File: src/ccq_pkg.sv
// Shared constants and state layout of the comparator control block
package ccq_pkg;

    // ============================================================
    // Register map
    // ============================================================
    localparam int ADDR_W = 4; // Register address width
    localparam logic [3:0] ADDR_CSR = 4'h0; // Comparator control/status offset
    localparam logic [7:0] CSR_RESET = 8'h00; // Control bits after reset

    // Field positions inside the control/status register
    localparam int BIT_POWER_OFF = 7;
    localparam int BIT_BANDGAP_SEL = 6;
    localparam int BIT_RESULT = 5;
    localparam int BIT_EVENT_FLAG = 4;
    localparam int BIT_IRQ_EN = 3;
    localparam int BIT_MUX_EN = 2;
    localparam int BIT_EVSEL_HI = 1;
    localparam int BIT_EVSEL_LO = 0;

    // ============================================================
    // Analogue side
    // ============================================================
    localparam int LVL_W = 10; // Digitised level width
    localparam int NUM_CH = 11; // Multiplexed analogue channels
    localparam int SEL_W = 4; // Low channel select bits
    localparam logic [3:0] SEL_LAST = 4'hA; // Highest defined select code
    localparam logic [9:0] LVL_UNDEF = 10'h3FF; // Level used for undefined codes

    // Event selection codes
    typedef enum logic [1:0] {
        EV_TOGGLE = 2'b00,
        EV_RESERVED = 2'b01,
        EV_FALL = 2'b10,
        EV_RISE = 2'b11
    } ccq_evsel_t;

    // Control bits held by software
    typedef struct packed {
        logic power_off;
        logic bandgap_sel;
        logic event_flag;
        logic irq_en;
        logic mux_en;
        ccq_evsel_t evsel;
    } ccq_csr_t;

    // One synchroniser stage of all analogue levels
    typedef struct packed {
        logic [LVL_W-1:0] pos_pin;
        logic [LVL_W-1:0] neg_pin;
        logic [LVL_W-1:0] bandgap;
        logic [NUM_CH*LVL_W-1:0] chan;
    } ccq_levels_t;

    // Complete block state
    typedef struct packed {
        ccq_levels_t lv1;
        ccq_levels_t lv2;
        ccq_csr_t csr;
        logic [SEL_W-1:0] sel;
        logic cmp;
        logic prev;
        logic [7:0] rdata;
    } ccq_state_t;

endpackage

File: src/ccq_comparator_ctrl.sv
// Comparator control, event detection and interrupt logic
`timescale 1ns/10ps

// Operation
// Result high when positive exceeds selected negative
// Power-off bit seven switches comparator off
// Software drops irq enable before power change
// Bit six routes bandgap to positive input
// Result bit five read-only, shows comparator
// Matching output change sets event flag
// Interrupt needs flag, enable, global enable
// Vector entry clears event flag
// Writing one clears flag; zero keeps
// Bit three enables or blocks interrupt
// Mux enable without converter selects channel
// Codes zero to ten pick channels
// Event select: toggle, reserved, fall, rise
// Software drops irq enable before mode change
// Top select bit ignored by comparator
// Comparator on blocks both pin-change interrupts
// New select takes effect one cycle later
// Converter enable gates multiplexer mode
// Sample output, edge from previous sample
module ccq_comparator_ctrl (
    // Clock and reset
    input wire logic i_ref_clk,
    input wire logic i_rst_n,
    // Register port
    input wire logic [ccq_pkg::ADDR_W-1:0] i_addr,
    input wire logic [7:0] i_wdata,
    input wire logic i_wr,
    input wire logic i_rd,
    output logic [7:0] o_rdata,
    // Processor side
    input wire logic i_global_irq_en,
    input wire logic i_vector_ack,
    output logic o_irq,
    // Converter side
    input wire logic i_converter_enable,
    input wire logic [4:0] i_chan_sel,
    // Analogue levels, asynchronous to the clock
    input wire logic [ccq_pkg::LVL_W-1:0] i_pos_pin_level,
    input wire logic [ccq_pkg::LVL_W-1:0] i_neg_pin_level,
    input wire logic [ccq_pkg::LVL_W-1:0] i_bandgap_level,
    input wire logic [ccq_pkg::NUM_CH*ccq_pkg::LVL_W-1:0] i_chan_level,
    // Comparator status
    output logic o_result,
    output logic [1:0] o_pin_change_block
);

    // ============================================================
    // State
    // ============================================================
    ccq_pkg::ccq_state_t q; // Registered state
    ccq_pkg::ccq_state_t d; // Next state
    logic [ccq_pkg::LVL_W-1:0] pos_level; // Chosen positive level
    logic [ccq_pkg::LVL_W-1:0] neg_level; // Chosen negative level
    logic [ccq_pkg::LVL_W-1:0] chan_word [ccq_pkg::NUM_CH]; // Channel levels unpacked
    logic mux_mode; // Negative input from channel mux
    logic cmp_now; // Raw comparison this cycle
    logic event_now; // Qualifying output change
    logic csr_wr; // Write to the control register
    logic csr_rd; // Read of the control register

    // ============================================================
    // Elaboration checks
    // ============================================================
    // Decode assumes one channel per defined select code
    if (ccq_pkg::NUM_CH != int'(ccq_pkg::SEL_LAST) + 1)
    begin : g_chk_channels
        $error("channel count differs from defined select codes");
    end
    // The low select bits must reach every channel
    if (ccq_pkg::NUM_CH > (1 << ccq_pkg::SEL_W))
    begin : g_chk_sel_width
        $error("select field too narrow for channel count");
    end
    // Undefined codes rely on full scale to keep the result low
    if (ccq_pkg::LVL_UNDEF != {ccq_pkg::LVL_W{1'b1}})
    begin : g_chk_undef
        $error("undefined level must be full scale");
    end

    // ============================================================
    // Channel unpacking
    // ============================================================
    // One slice per channel of the synchronised level vector
    genvar gi;
    generate
        for (gi = 0; gi < ccq_pkg::NUM_CH; gi++)
        begin : g_chan
            assign chan_word[gi] = q.lv2.chan[gi*ccq_pkg::LVL_W +: ccq_pkg::LVL_W];
        end
    endgenerate

    // ============================================================
    // Input selection and comparison
    // ============================================================
    // Both inputs are picked from synchronised levels, except LVL_UNDEF for undefined codes
    always_comb
    begin
        // Mux mode only while the converter is off
        mux_mode = q.csr.mux_en && !i_converter_enable;
        // Positive side: pin or bandgap
        if (q.csr.bandgap_sel)
        begin
            pos_level = q.lv2.bandgap;
        end
        else
        begin
            pos_level = q.lv2.pos_pin;
        end
        // Negative side: dedicated pin unless mux mode
        if (!mux_mode)
        begin
            neg_level = q.lv2.neg_pin;
        end
        else if (q.sel <= ccq_pkg::SEL_LAST)
        begin
            // Delayed select, top bit never looked at
            neg_level = chan_word[q.sel];
        end
        else
        begin
            // Undefined codes: pick a level that keeps the result low
            neg_level = ccq_pkg::LVL_UNDEF;
        end
        // Powered-off comparator reads as low
        cmp_now = !q.csr.power_off && (pos_level > neg_level);
    end

    // ============================================================
    // Event detection
    // ============================================================
    // Edge taken from the current and previous samples
    always_comb
    begin
        event_now = 1'b0;
        if (!q.csr.power_off)
        begin
            unique case (q.csr.evsel)
                ccq_pkg::EV_TOGGLE: event_now = q.cmp != q.prev;
                ccq_pkg::EV_RESERVED: event_now = 1'b0;
                ccq_pkg::EV_FALL: event_now = !q.cmp && q.prev;
                ccq_pkg::EV_RISE: event_now = q.cmp && !q.prev;
            endcase
        end
    end

    // ============================================================
    // Next state
    // ============================================================
    // Register port decode, flag handling and sampling
    always_comb
    begin
        d = q;
        csr_wr = i_wr && (i_addr == ccq_pkg::ADDR_CSR);
        csr_rd = i_rd && (i_addr == ccq_pkg::ADDR_CSR);
        // Two-stage synchroniser, first stage feeds only the second
        d.lv1.pos_pin = i_pos_pin_level;
        d.lv1.neg_pin = i_neg_pin_level;
        d.lv1.bandgap = i_bandgap_level;
        d.lv1.chan = i_chan_level;
        d.lv2 = q.lv1;
        // Select code delayed by one cycle
        d.sel = i_chan_sel[ccq_pkg::SEL_W-1:0];
        // Sample the comparison, keep the previous sample
        d.cmp = cmp_now;
        d.prev = q.cmp;
        // Software writes of the control bits; result bit ignored
        if (csr_wr)
        begin
            d.csr.power_off = i_wdata[ccq_pkg::BIT_POWER_OFF];
            d.csr.bandgap_sel = i_wdata[ccq_pkg::BIT_BANDGAP_SEL];
            d.csr.irq_en = i_wdata[ccq_pkg::BIT_IRQ_EN];
            d.csr.mux_en = i_wdata[ccq_pkg::BIT_MUX_EN];
            d.csr.evsel = ccq_pkg::ccq_evsel_t'(
                {i_wdata[ccq_pkg::BIT_EVSEL_HI], i_wdata[ccq_pkg::BIT_EVSEL_LO]});
            // Write one clears, write zero keeps
            if (i_wdata[ccq_pkg::BIT_EVENT_FLAG])
            begin
                d.csr.event_flag = 1'b0;
            end
        end
        // Vector entry clears as well
        if (i_vector_ack)
        begin
            d.csr.event_flag = 1'b0;
        end
        // A new event wins over any clear in the same cycle
        if (event_now)
        begin
            d.csr.event_flag = 1'b1;
        end
        // Read data valid the cycle after the strobe only
        d.rdata = 8'h00;
        if (csr_rd)
        begin
            d.rdata[ccq_pkg::BIT_POWER_OFF] = q.csr.power_off;
            d.rdata[ccq_pkg::BIT_BANDGAP_SEL] = q.csr.bandgap_sel;
            d.rdata[ccq_pkg::BIT_RESULT] = q.cmp;
            d.rdata[ccq_pkg::BIT_EVENT_FLAG] = q.csr.event_flag;
            d.rdata[ccq_pkg::BIT_IRQ_EN] = q.csr.irq_en;
            d.rdata[ccq_pkg::BIT_MUX_EN] = q.csr.mux_en;
            d.rdata[ccq_pkg::BIT_EVSEL_HI] = q.csr.evsel[1];
            d.rdata[ccq_pkg::BIT_EVSEL_LO] = q.csr.evsel[0];
        end
    end

    // ============================================================
    // State register
    // ============================================================
    // Asynchronous reset to constants only
    always_ff @(posedge i_ref_clk or negedge i_rst_n)
    begin
        if (!i_rst_n)
        begin
            q <= '0;
            // Control bits taken field by field from the register reset value
            q.csr.power_off <= ccq_pkg::CSR_RESET[ccq_pkg::BIT_POWER_OFF];
            q.csr.bandgap_sel <= ccq_pkg::CSR_RESET[ccq_pkg::BIT_BANDGAP_SEL];
            q.csr.event_flag <= ccq_pkg::CSR_RESET[ccq_pkg::BIT_EVENT_FLAG];
            q.csr.irq_en <= ccq_pkg::CSR_RESET[ccq_pkg::BIT_IRQ_EN];
            q.csr.mux_en <= ccq_pkg::CSR_RESET[ccq_pkg::BIT_MUX_EN];
            q.csr.evsel <= ccq_pkg::ccq_evsel_t'({ccq_pkg::CSR_RESET[ccq_pkg::BIT_EVSEL_HI],
                ccq_pkg::CSR_RESET[ccq_pkg::BIT_EVSEL_LO]});
        end
        else
        begin
            q <= d;
        end
    end

    // ============================================================
    // Outputs
    // ============================================================
    assign o_rdata = q.rdata;
    assign o_result = q.cmp;
    // Level interrupt gated by enable and global enable
    assign o_irq = q.csr.event_flag && q.csr.irq_en && i_global_irq_en;
    // Pin-change interrupts blocked whenever the comparator runs
    assign o_pin_change_block = {2{!q.csr.power_off}};
endmodule

File: config.mk
export PLATFORM = sky130hd
export DESIGN_NAME = ccq_comparator_ctrl
export DESIGN_NICKNAME = d
export VERILOG_FILES = /design/src/ccq_pkg.sv /design/src/ccq_comparator_ctrl.sv
export SDC_FILE = /design/constraint.sdc
export NUM_CORES = 1
export LEC_CHECK = 0
export BUFFER_PORTS_ARGS = -buffer_cell sky130_fd_sc_hd__buf_2
export CORE_MARGIN = 2
export CORE_UTILIZATION = 54
export CTS_CLUSTER_SIZE = 16
export DETAILED_ROUTE_END_ITERATION = 16
export GPL_TIMING_DRIVEN = 0
export PLACE_DENSITY = 0.76
export SETUP_SLACK_MARGIN = 0.4
export SLEW_MARGIN = 20
export SYNTH_ARGS = -nofsm -noshare
export SYNTH_HDL_FRONTEND = slang
export SYNTH_SLANG_ARGS = --single-unit
File: constraint.sdc
create_clock -name i_ref_clk -period 2.9 [get_ports i_ref_clk]
set_clock_uncertainty 0.15 [all_clocks]
set_input_delay 0.58 -clock i_ref_clk [delete_from_list [all_inputs] [get_ports i_ref_clk]]
set_output_delay 0.58 -clock i_ref_clk [all_outputs]
set_load 0.05 [all_outputs]
==> flow_summary.toml, run 1 <==
[outcome]
run_status = "finished, final reports clean"

[setup_path]
endpoint_kind = "register"
path_class = "register to register"
worst-path-buf-inv = 4
crit_arrival_ns = 3.17
critPathTopFamily = "compound AO/OA/AOI/OAI gates"
required_ns = 3.23
worst-path-max-fanout = 5
startpoint_type = "register"
worst_path_most_repeated_cell = "buf_12"
r2r.worst_path.cells = 12
slowest_delay_ns = 0.39
crit_slowest_cell = "dfrtp_1"
crit_chain = "buf_6 > buf_12 > buf_12 > buf_12 > mux2i_1 > a221oi_2 > o221ai_2 > ha_1 > nand2_1 > nor2_2 > a21boi_1 > o21a_1"
cp.depth = 12

[finish]
diodes = 0
fin_util_pct = 79.24
layout.nets = 999
area_delta_synth_final_pct = 43.31
final_common_cell = "dfrtp_1"
final_area_um2 = 13140
drive_gt1_share_pct = 35.50
layout_common_cells = "dfrtp_1, buf_2, dlygate4sd3_1, clkbuf_16, buf_4"

[grt]
met3_usage_pct = 4.875
met2_usage_pct = 50.45
track_usage_pct = 26.96
grt-busiest-layer = "met2"
first_global_vias = 6289
grt_pass1_wl_mm = 35.27
grt_max_degree = 100
antenna_found_initial = 0
grt_overflow = 0
gr-usage-met1_pct = 30.64

[routing]
drc = 0
drtAntennaViolNets = 0
detail_route.iter0.violations = 301
avgViaCountPerCell = 5.011
wl_per_cell_um = 22.31
totalWireLength_mm = 23.76
drtPass1Iterations = 5
dr_total_vias = 5337

[yosys]
syn_area_um2 = 9170
synth_edf_count = 0
ys.flop_type = "dfrtp_1"
syn_avg_cell_area_um2 = 20.02
synth-seq-area-share_pct = 82.14
synth_nets = 634
synth_cells = 458
synth_cell_type_count = 38
ys_seq_elements = 301
synth_warnings = 0
synthArstFlopShare_pct = 100.0

[placed_design]
portBuffers = 173
hpwl_mm = 11.78
gp_congestion = 0.7510
postPlaceCellArea_um2 = 10410

[sta]
worst_pin_slew_ns = 0.5845
timing.final.crit_period_ns = 2.834
period_share_pct = 97.72
final_max_slew_viol_count = 0
fmax_mhz = 352.9
setup_viol = 0
max_slew_margin_pct = 61.03
rsz0062_at_grt = "yes"
finalHoldViolations = 0
setup_tns_ns = 0

[clock_tree]
clk-insertion-delay-late_ns = 0.55
clock-root-buffer = "clkbuf_16"
htreeDepth = 1
cts_buffers = 29
cts_sinks = 301
clk_path_buf_depth = 3
clk_pin_slew_ns = 0.06
cts_tree = "built"

[pwr]
p_clk_share_pct = 41.5
power_frac_seq_pct = 49.1
peakVddDrop_mv = 0.5791
p_per_area_nw_per_um2 = 705.4
power.total_mw = 9.270
p_int_mw = 7.138
combPwrFrac_pct = 9.5
p_leak_nw = 6.223
p_sw_mw = 2.132
swShare_pct = 23.00

[min_path]
min_path_cells = 1
holdCritPathClass = "input pin to register"

[floorplan]
die_y_um = 134.3
core_um2 = 16580
dieArea_um2 = 18040
start_util_pct = 55.30
dieWidth_um = 134.3
row_count = 47
num_io_pins = 176

[flow_run]
drv_cap = 0
==> worst reg2reg max path, stage by stage, from the launching register on <==
cell and delay (ns):
dfrtp_1 0.39, buf_6 0.14, buf_12 0.13, buf_12 0.13, buf_12 0.13, mux2i_1 0.17
a221oi_2 0.38, o221ai_2 0.21, ha_1 0.36, nand2_1 0.10, nor2_2 0.16, a21boi_1 0.18
o21a_1 0.13
==> layout make-up <==
type	count	area [µm²]
Tap cell	220	275.3
Clock buffer	44	872.1
Multi-Input combinational cell	126	1614
Timing Repair Buffer	334	2529
Inverter	13	48.80
Sequential cell	301	7533
Fill cell	821	3442
Clock inverter	9	112.6
Buffer	18	156.4
==> per-layer routing <==
metal	vias to the layer above	wire length, µm
met5	-	0
met3	60	1262
met1	2732	8527
met2	217	13160
li1	2328	-
met4	0	807
==> synthesized netlist by cell type, types with 2 or more instances <==
cell type | instances | share of area [%]
dfrtp_1 | 301 | 82
mux4_1 | 19 | 5.4
mux2_2 | 16 | 2.0
inv_1 | 13 | 0.53
nor2_1 | 13 | 0.53
ha_1 | 12 | 1.6
mux2i_1 | 11 | 1.2
a221oi_1 | 10 | 0.96
and3_1 | 9 | 0.61
buf_4 | 9 | 0.74
o221ai_1 | 9 | 0.86
a21oi_1 | 3 | 0.16
buf_12 | 2 | 0.44
buf_6 | 2 | 0.25
clkbuf_1 | 2 | 0.082
nand3_1 | 2 | 0.11
nand3b_1 | 2 | 0.16
nor2b_1 | 2 | 0.14
o21ai_0 | 2 | 0.11
==> timing repair <==
item / in CTS / in global routing
setup buffers: 12 / 2
hold endpoints to repair: 173 / 2
endpoints found under the setup margin: 1 / 1
pin swaps: 12 / 9
hold buffers: 142 / 2
gates resized for setup: 28 / 11
==> state kept, by name, summed over array words and instances (netlist names) <==
| register | cells |
|---|---|
| d | 140 |
| o_rdata | 8 |
| o_result | 1 |
| q | 42 |
| chan_word | 110 |
==> final timing paths <==
check / from / end / slack, ns
max: q[10]$_DFF_PN0_ / o_result$_DFF_PN0_ / 0.07
max in group asynchronous: i_rst_n / chan_word[30]$_DFF_PN0_ / 1.12
max reg2reg: q[10]$_DFF_PN0_ / o_result$_DFF_PN0_ / 0.07
min in group asynchronous: i_rst_n / d[106]$_DFF_PN0_ / 0.36
min reg2reg: d[68]$_DFF_PN0_ / chan_word[67]$_DFF_PN0_ / 0.19
min: i_chan_level[34] / d[55]$_DFF_PN0_ / 0.03
==> per-stage QoR <==
step,hold WS (ns),setup WS (ns),std cells
2_1_floorplan,0.1344,0.4238,458
3_3_place_gp,0.1823,-3.655,851
3_5_place_dp,0.1847,-0.3822,854
4_1_cts,0.001668,0.1793,1061
5_1_grt,0.003641,0.006296,1065
6_report,0.03095,0.06623,1065
==> logic make-up (layout without fill, tap and decap cells) <==
logic type	count (synthesis)	count (layout)	share of synthesized area, %
AOI/OAI and AO/OA	31	31	2.715
adders and majority gates	12	12	1.637
buffers and inverters	31	418	2.183
DFF	301	301	82.14
muxes	47	47	8.855
and+or+nand+nor	36	36	2.470
==> power groups by stage <==
stage	registers, mW	clock network (mW)	logic [mW]
after floorplan	4.58	0	0.309
after global placement	4.59	0	0.597
after detailed placement	4.61	0	0.632
after CTS	4.54	3.81	0.838
after global routing	4.57	4.07	0.952
final	4.55	3.84	0.877
Note: power is estimated with default switching activity, not from simulation.
==> inputs of run 2 (changes only) <==
- CORE_UTILIZATION: 54 -> 45
- PLACE_DENSITY: 0.76 -> 0.65
==> run 2 against run 1 <==
  * Cell area is 0.83% lower
  * Largest power group unchanged
  * Die area increased by 19%
  * Register-to-register slack improved by 0.17 ns
  * Clock power shrank 2%
==> flow_summary.toml, run 2 (synthesis results as in run 1) <==
[sta]
fmax_mhz = 375.0
final_max_slew_viol_count = 0
max_slew_margin_pct = 57.35
worst_pin_slew_ns = 0.6397
period_share_pct = 91.95
setup_viol = 0
timing.final.crit_period_ns = 2.666
finalHoldViolations = 0
worst_slack_ns = 0.2336
rsz0062_at_grt = "yes"

[setup_path]
crit_chain = "buf_6 > buf_12 > buf_12 > mux2i_1 > a221oi_4 > o221ai_2 > ha_1 > nor2b_1 > o211ai_1 > a21boi_1 > o21a_1"
critPathTopFamily = "compound AO/OA/AOI/OAI gates"
worst-path-max-fanout = 5
r2r-end = "o_result$_DFF_PN0_"
r2r_slack_ns = 0.23
path_class = "register to register"
required_ns = 3.17
r2r_start = "q[10]$_DFF_PN0_"
r2r.worst_path.cells = 11
endpoint_kind = "register"
worst-path-buf-inv = 3
slowest_delay_ns = 0.37
crit_slowest_cell = "dfrtp_1"
crit_arrival_ns = 2.94
worst_path_most_repeated_cell = "buf_12"
startpoint_type = "register"

[floorplan]
num_io_pins = 176
row_count = 52
die_y_um = 146.8
dieWidth_um = 146.8
core_um2 = 20100
start_util_pct = 45.61
dieArea_um2 = 21540

[outcome]
run_status = "finished, final reports clean"

[clock_tree]
cts_tree = "built"
clock-root-buffer = "clkbuf_16"
clk-insertion-delay-late_ns = 0.53
clk_path_buf_depth = 3
cts_buffers = 29
clk_pin_slew_ns = 0.06
cts_sinks = 301
htreeDepth = 1

[flow_run]
drv_cap = 0

[pwr]
power_frac_seq_pct = 49.6
p_per_area_nw_per_um2 = 700.7
swShare_pct = 21.75
p_clk_share_pct = 41.2
p_int_mw = 7.145
p_leak_nw = 6.129
peakVddDrop_mv = 0.5325
p_sw_mw = 1.986
combPwrFrac_pct = 9.3

[routing]
avgViaCountPerCell = 4.639
drtAntennaViolNets = 0
drc = 0
wl_per_cell_um = 18.00
dr_total_vias = 5084
drtPass1Iterations = 4
totalWireLength_mm = 19.73
detail_route.iter0.violations = 180

[grt]
grt_max_degree = 107
first_global_vias = 5770
grt_pass1_wl_mm = 30.64
track_usage_pct = 18.75
grt_overflow = 0
antenna_found_initial = 1

[finish]
largest_reg_flops = 140
final_area_um2 = 13030
regArea_um2 = 7532
layout_common_cells = "dfrtp_1, buf_2, dlygate4sd3_1, clkbuf_16, buf_4"
n_fill_cell = 1343
drive_gt1_share_pct = 36.48
multiInputGateArea_um2 = 1608
layout.nets = 981
fin_util_pct = 64.82
final_common_cell = "dfrtp_1"
area_delta_synth_final_pct = 42.12

[min_path]
holdCritPathClass = "input pin to register"
min_path_cells = 1
whs_endpoint = "d[93]$_DFF_PN0_"
min-delay-start = "i_chan_level[72]"

[placed_design]
postPlaceCellArea_um2 = 10470
pre_cts_slack_ns = -0.3706
gp_congestion = 0.7314
portBuffers = 173
hpwl_mm = 11.54
run 2: worst max-delay path by stage:
| stage | start | end | slack, ns | cells after the start |
|---|---|---|---|---|
| 2_1_floorplan | i_converter_enable | o_result$_DFF_PN0_ | 0.42 | 8 |
| 3_3_place_gp | i_rst_n | q[131]$_DFF_PN0_ | -3.81 | 1 |
| 3_5_place_dp | i_converter_enable | o_result$_DFF_PN0_ | -0.37 | 10 |
| 4_1_cts | q[10]$_DFF_PN0_ | o_result$_DFF_PN0_ | 0.27 | 11 |
| 5_1_grt | q[10]$_DFF_PN0_ | o_result$_DFF_PN0_ | 0.11 | 11 |
| 6_report | q[10]$_DFF_PN0_ | o_result$_DFF_PN0_ | 0.23 | 11 |
run 2: what timing repair did:
| item | CTS | global route |
|---|---|---|
| endpoints found under the hold margin | 139 | 20 |
| gates resized for setup | 41 | 1 |
| gates cloned | 2 | 0 |
| setup buffers | 12 | 0 |
| pin swaps | 22 | 0 |
| setup endpoints to repair | 1 | 1 |
| hold buffers | 106 | 20 |
run 2: cell type report:
cell class                      count  area share, %
Sequential cell                   301          57.80
Timing Repair Buffer              315          18.22
Multi-Input combinational cell    127          12.34
Clock buffer                       43          6.509
Tap cell                          270          2.592
Buffer                             18          1.248
Clock inverter                      8         0.9025
Inverter                           13         0.3744
Antenna cell                        1        0.01920
run 2: power by group through the flow:
stage / logic, mW / clock network (mW) / registers, mW
2_1_floorplan: 0.309 / 0 / 4.58
3_3_place_gp: 0.610 / 0 / 4.59
3_5_place_dp: 0.641 / 0 / 4.60
4_1_cts: 0.830 / 3.81 / 4.53
5_1_grt: 0.933 / 4.03 / 4.55
6_report: 0.846 / 3.76 / 4.53
run 2: metal layers:
metal  up-vias  track usage (%)  wire (µm)
met3        42            3.975        995
met5         -                0          0
met1      2601            23.47       7688
met4         0            5.485        495
li1       2291                -          -
met2       150            33.22      10550
run 2: stage by stage:
stage | hold WS (ns) | TNS [ns] | cells | power (mW)
final | 0.02164 | 0 | 1096 | 9.132
after global placement | 0.1830 | -1137.30 | 901 | 5.198
after global routing | -0.001859 | 0 | 1096 | 9.515
after CTS | 0.0001117 | 0 | 1075 | 9.163
after floorplan | 0.1344 | 0 | 458 | 4.889
after detailed placement | 0.1847 | -0.3706 | 904 | 5.240
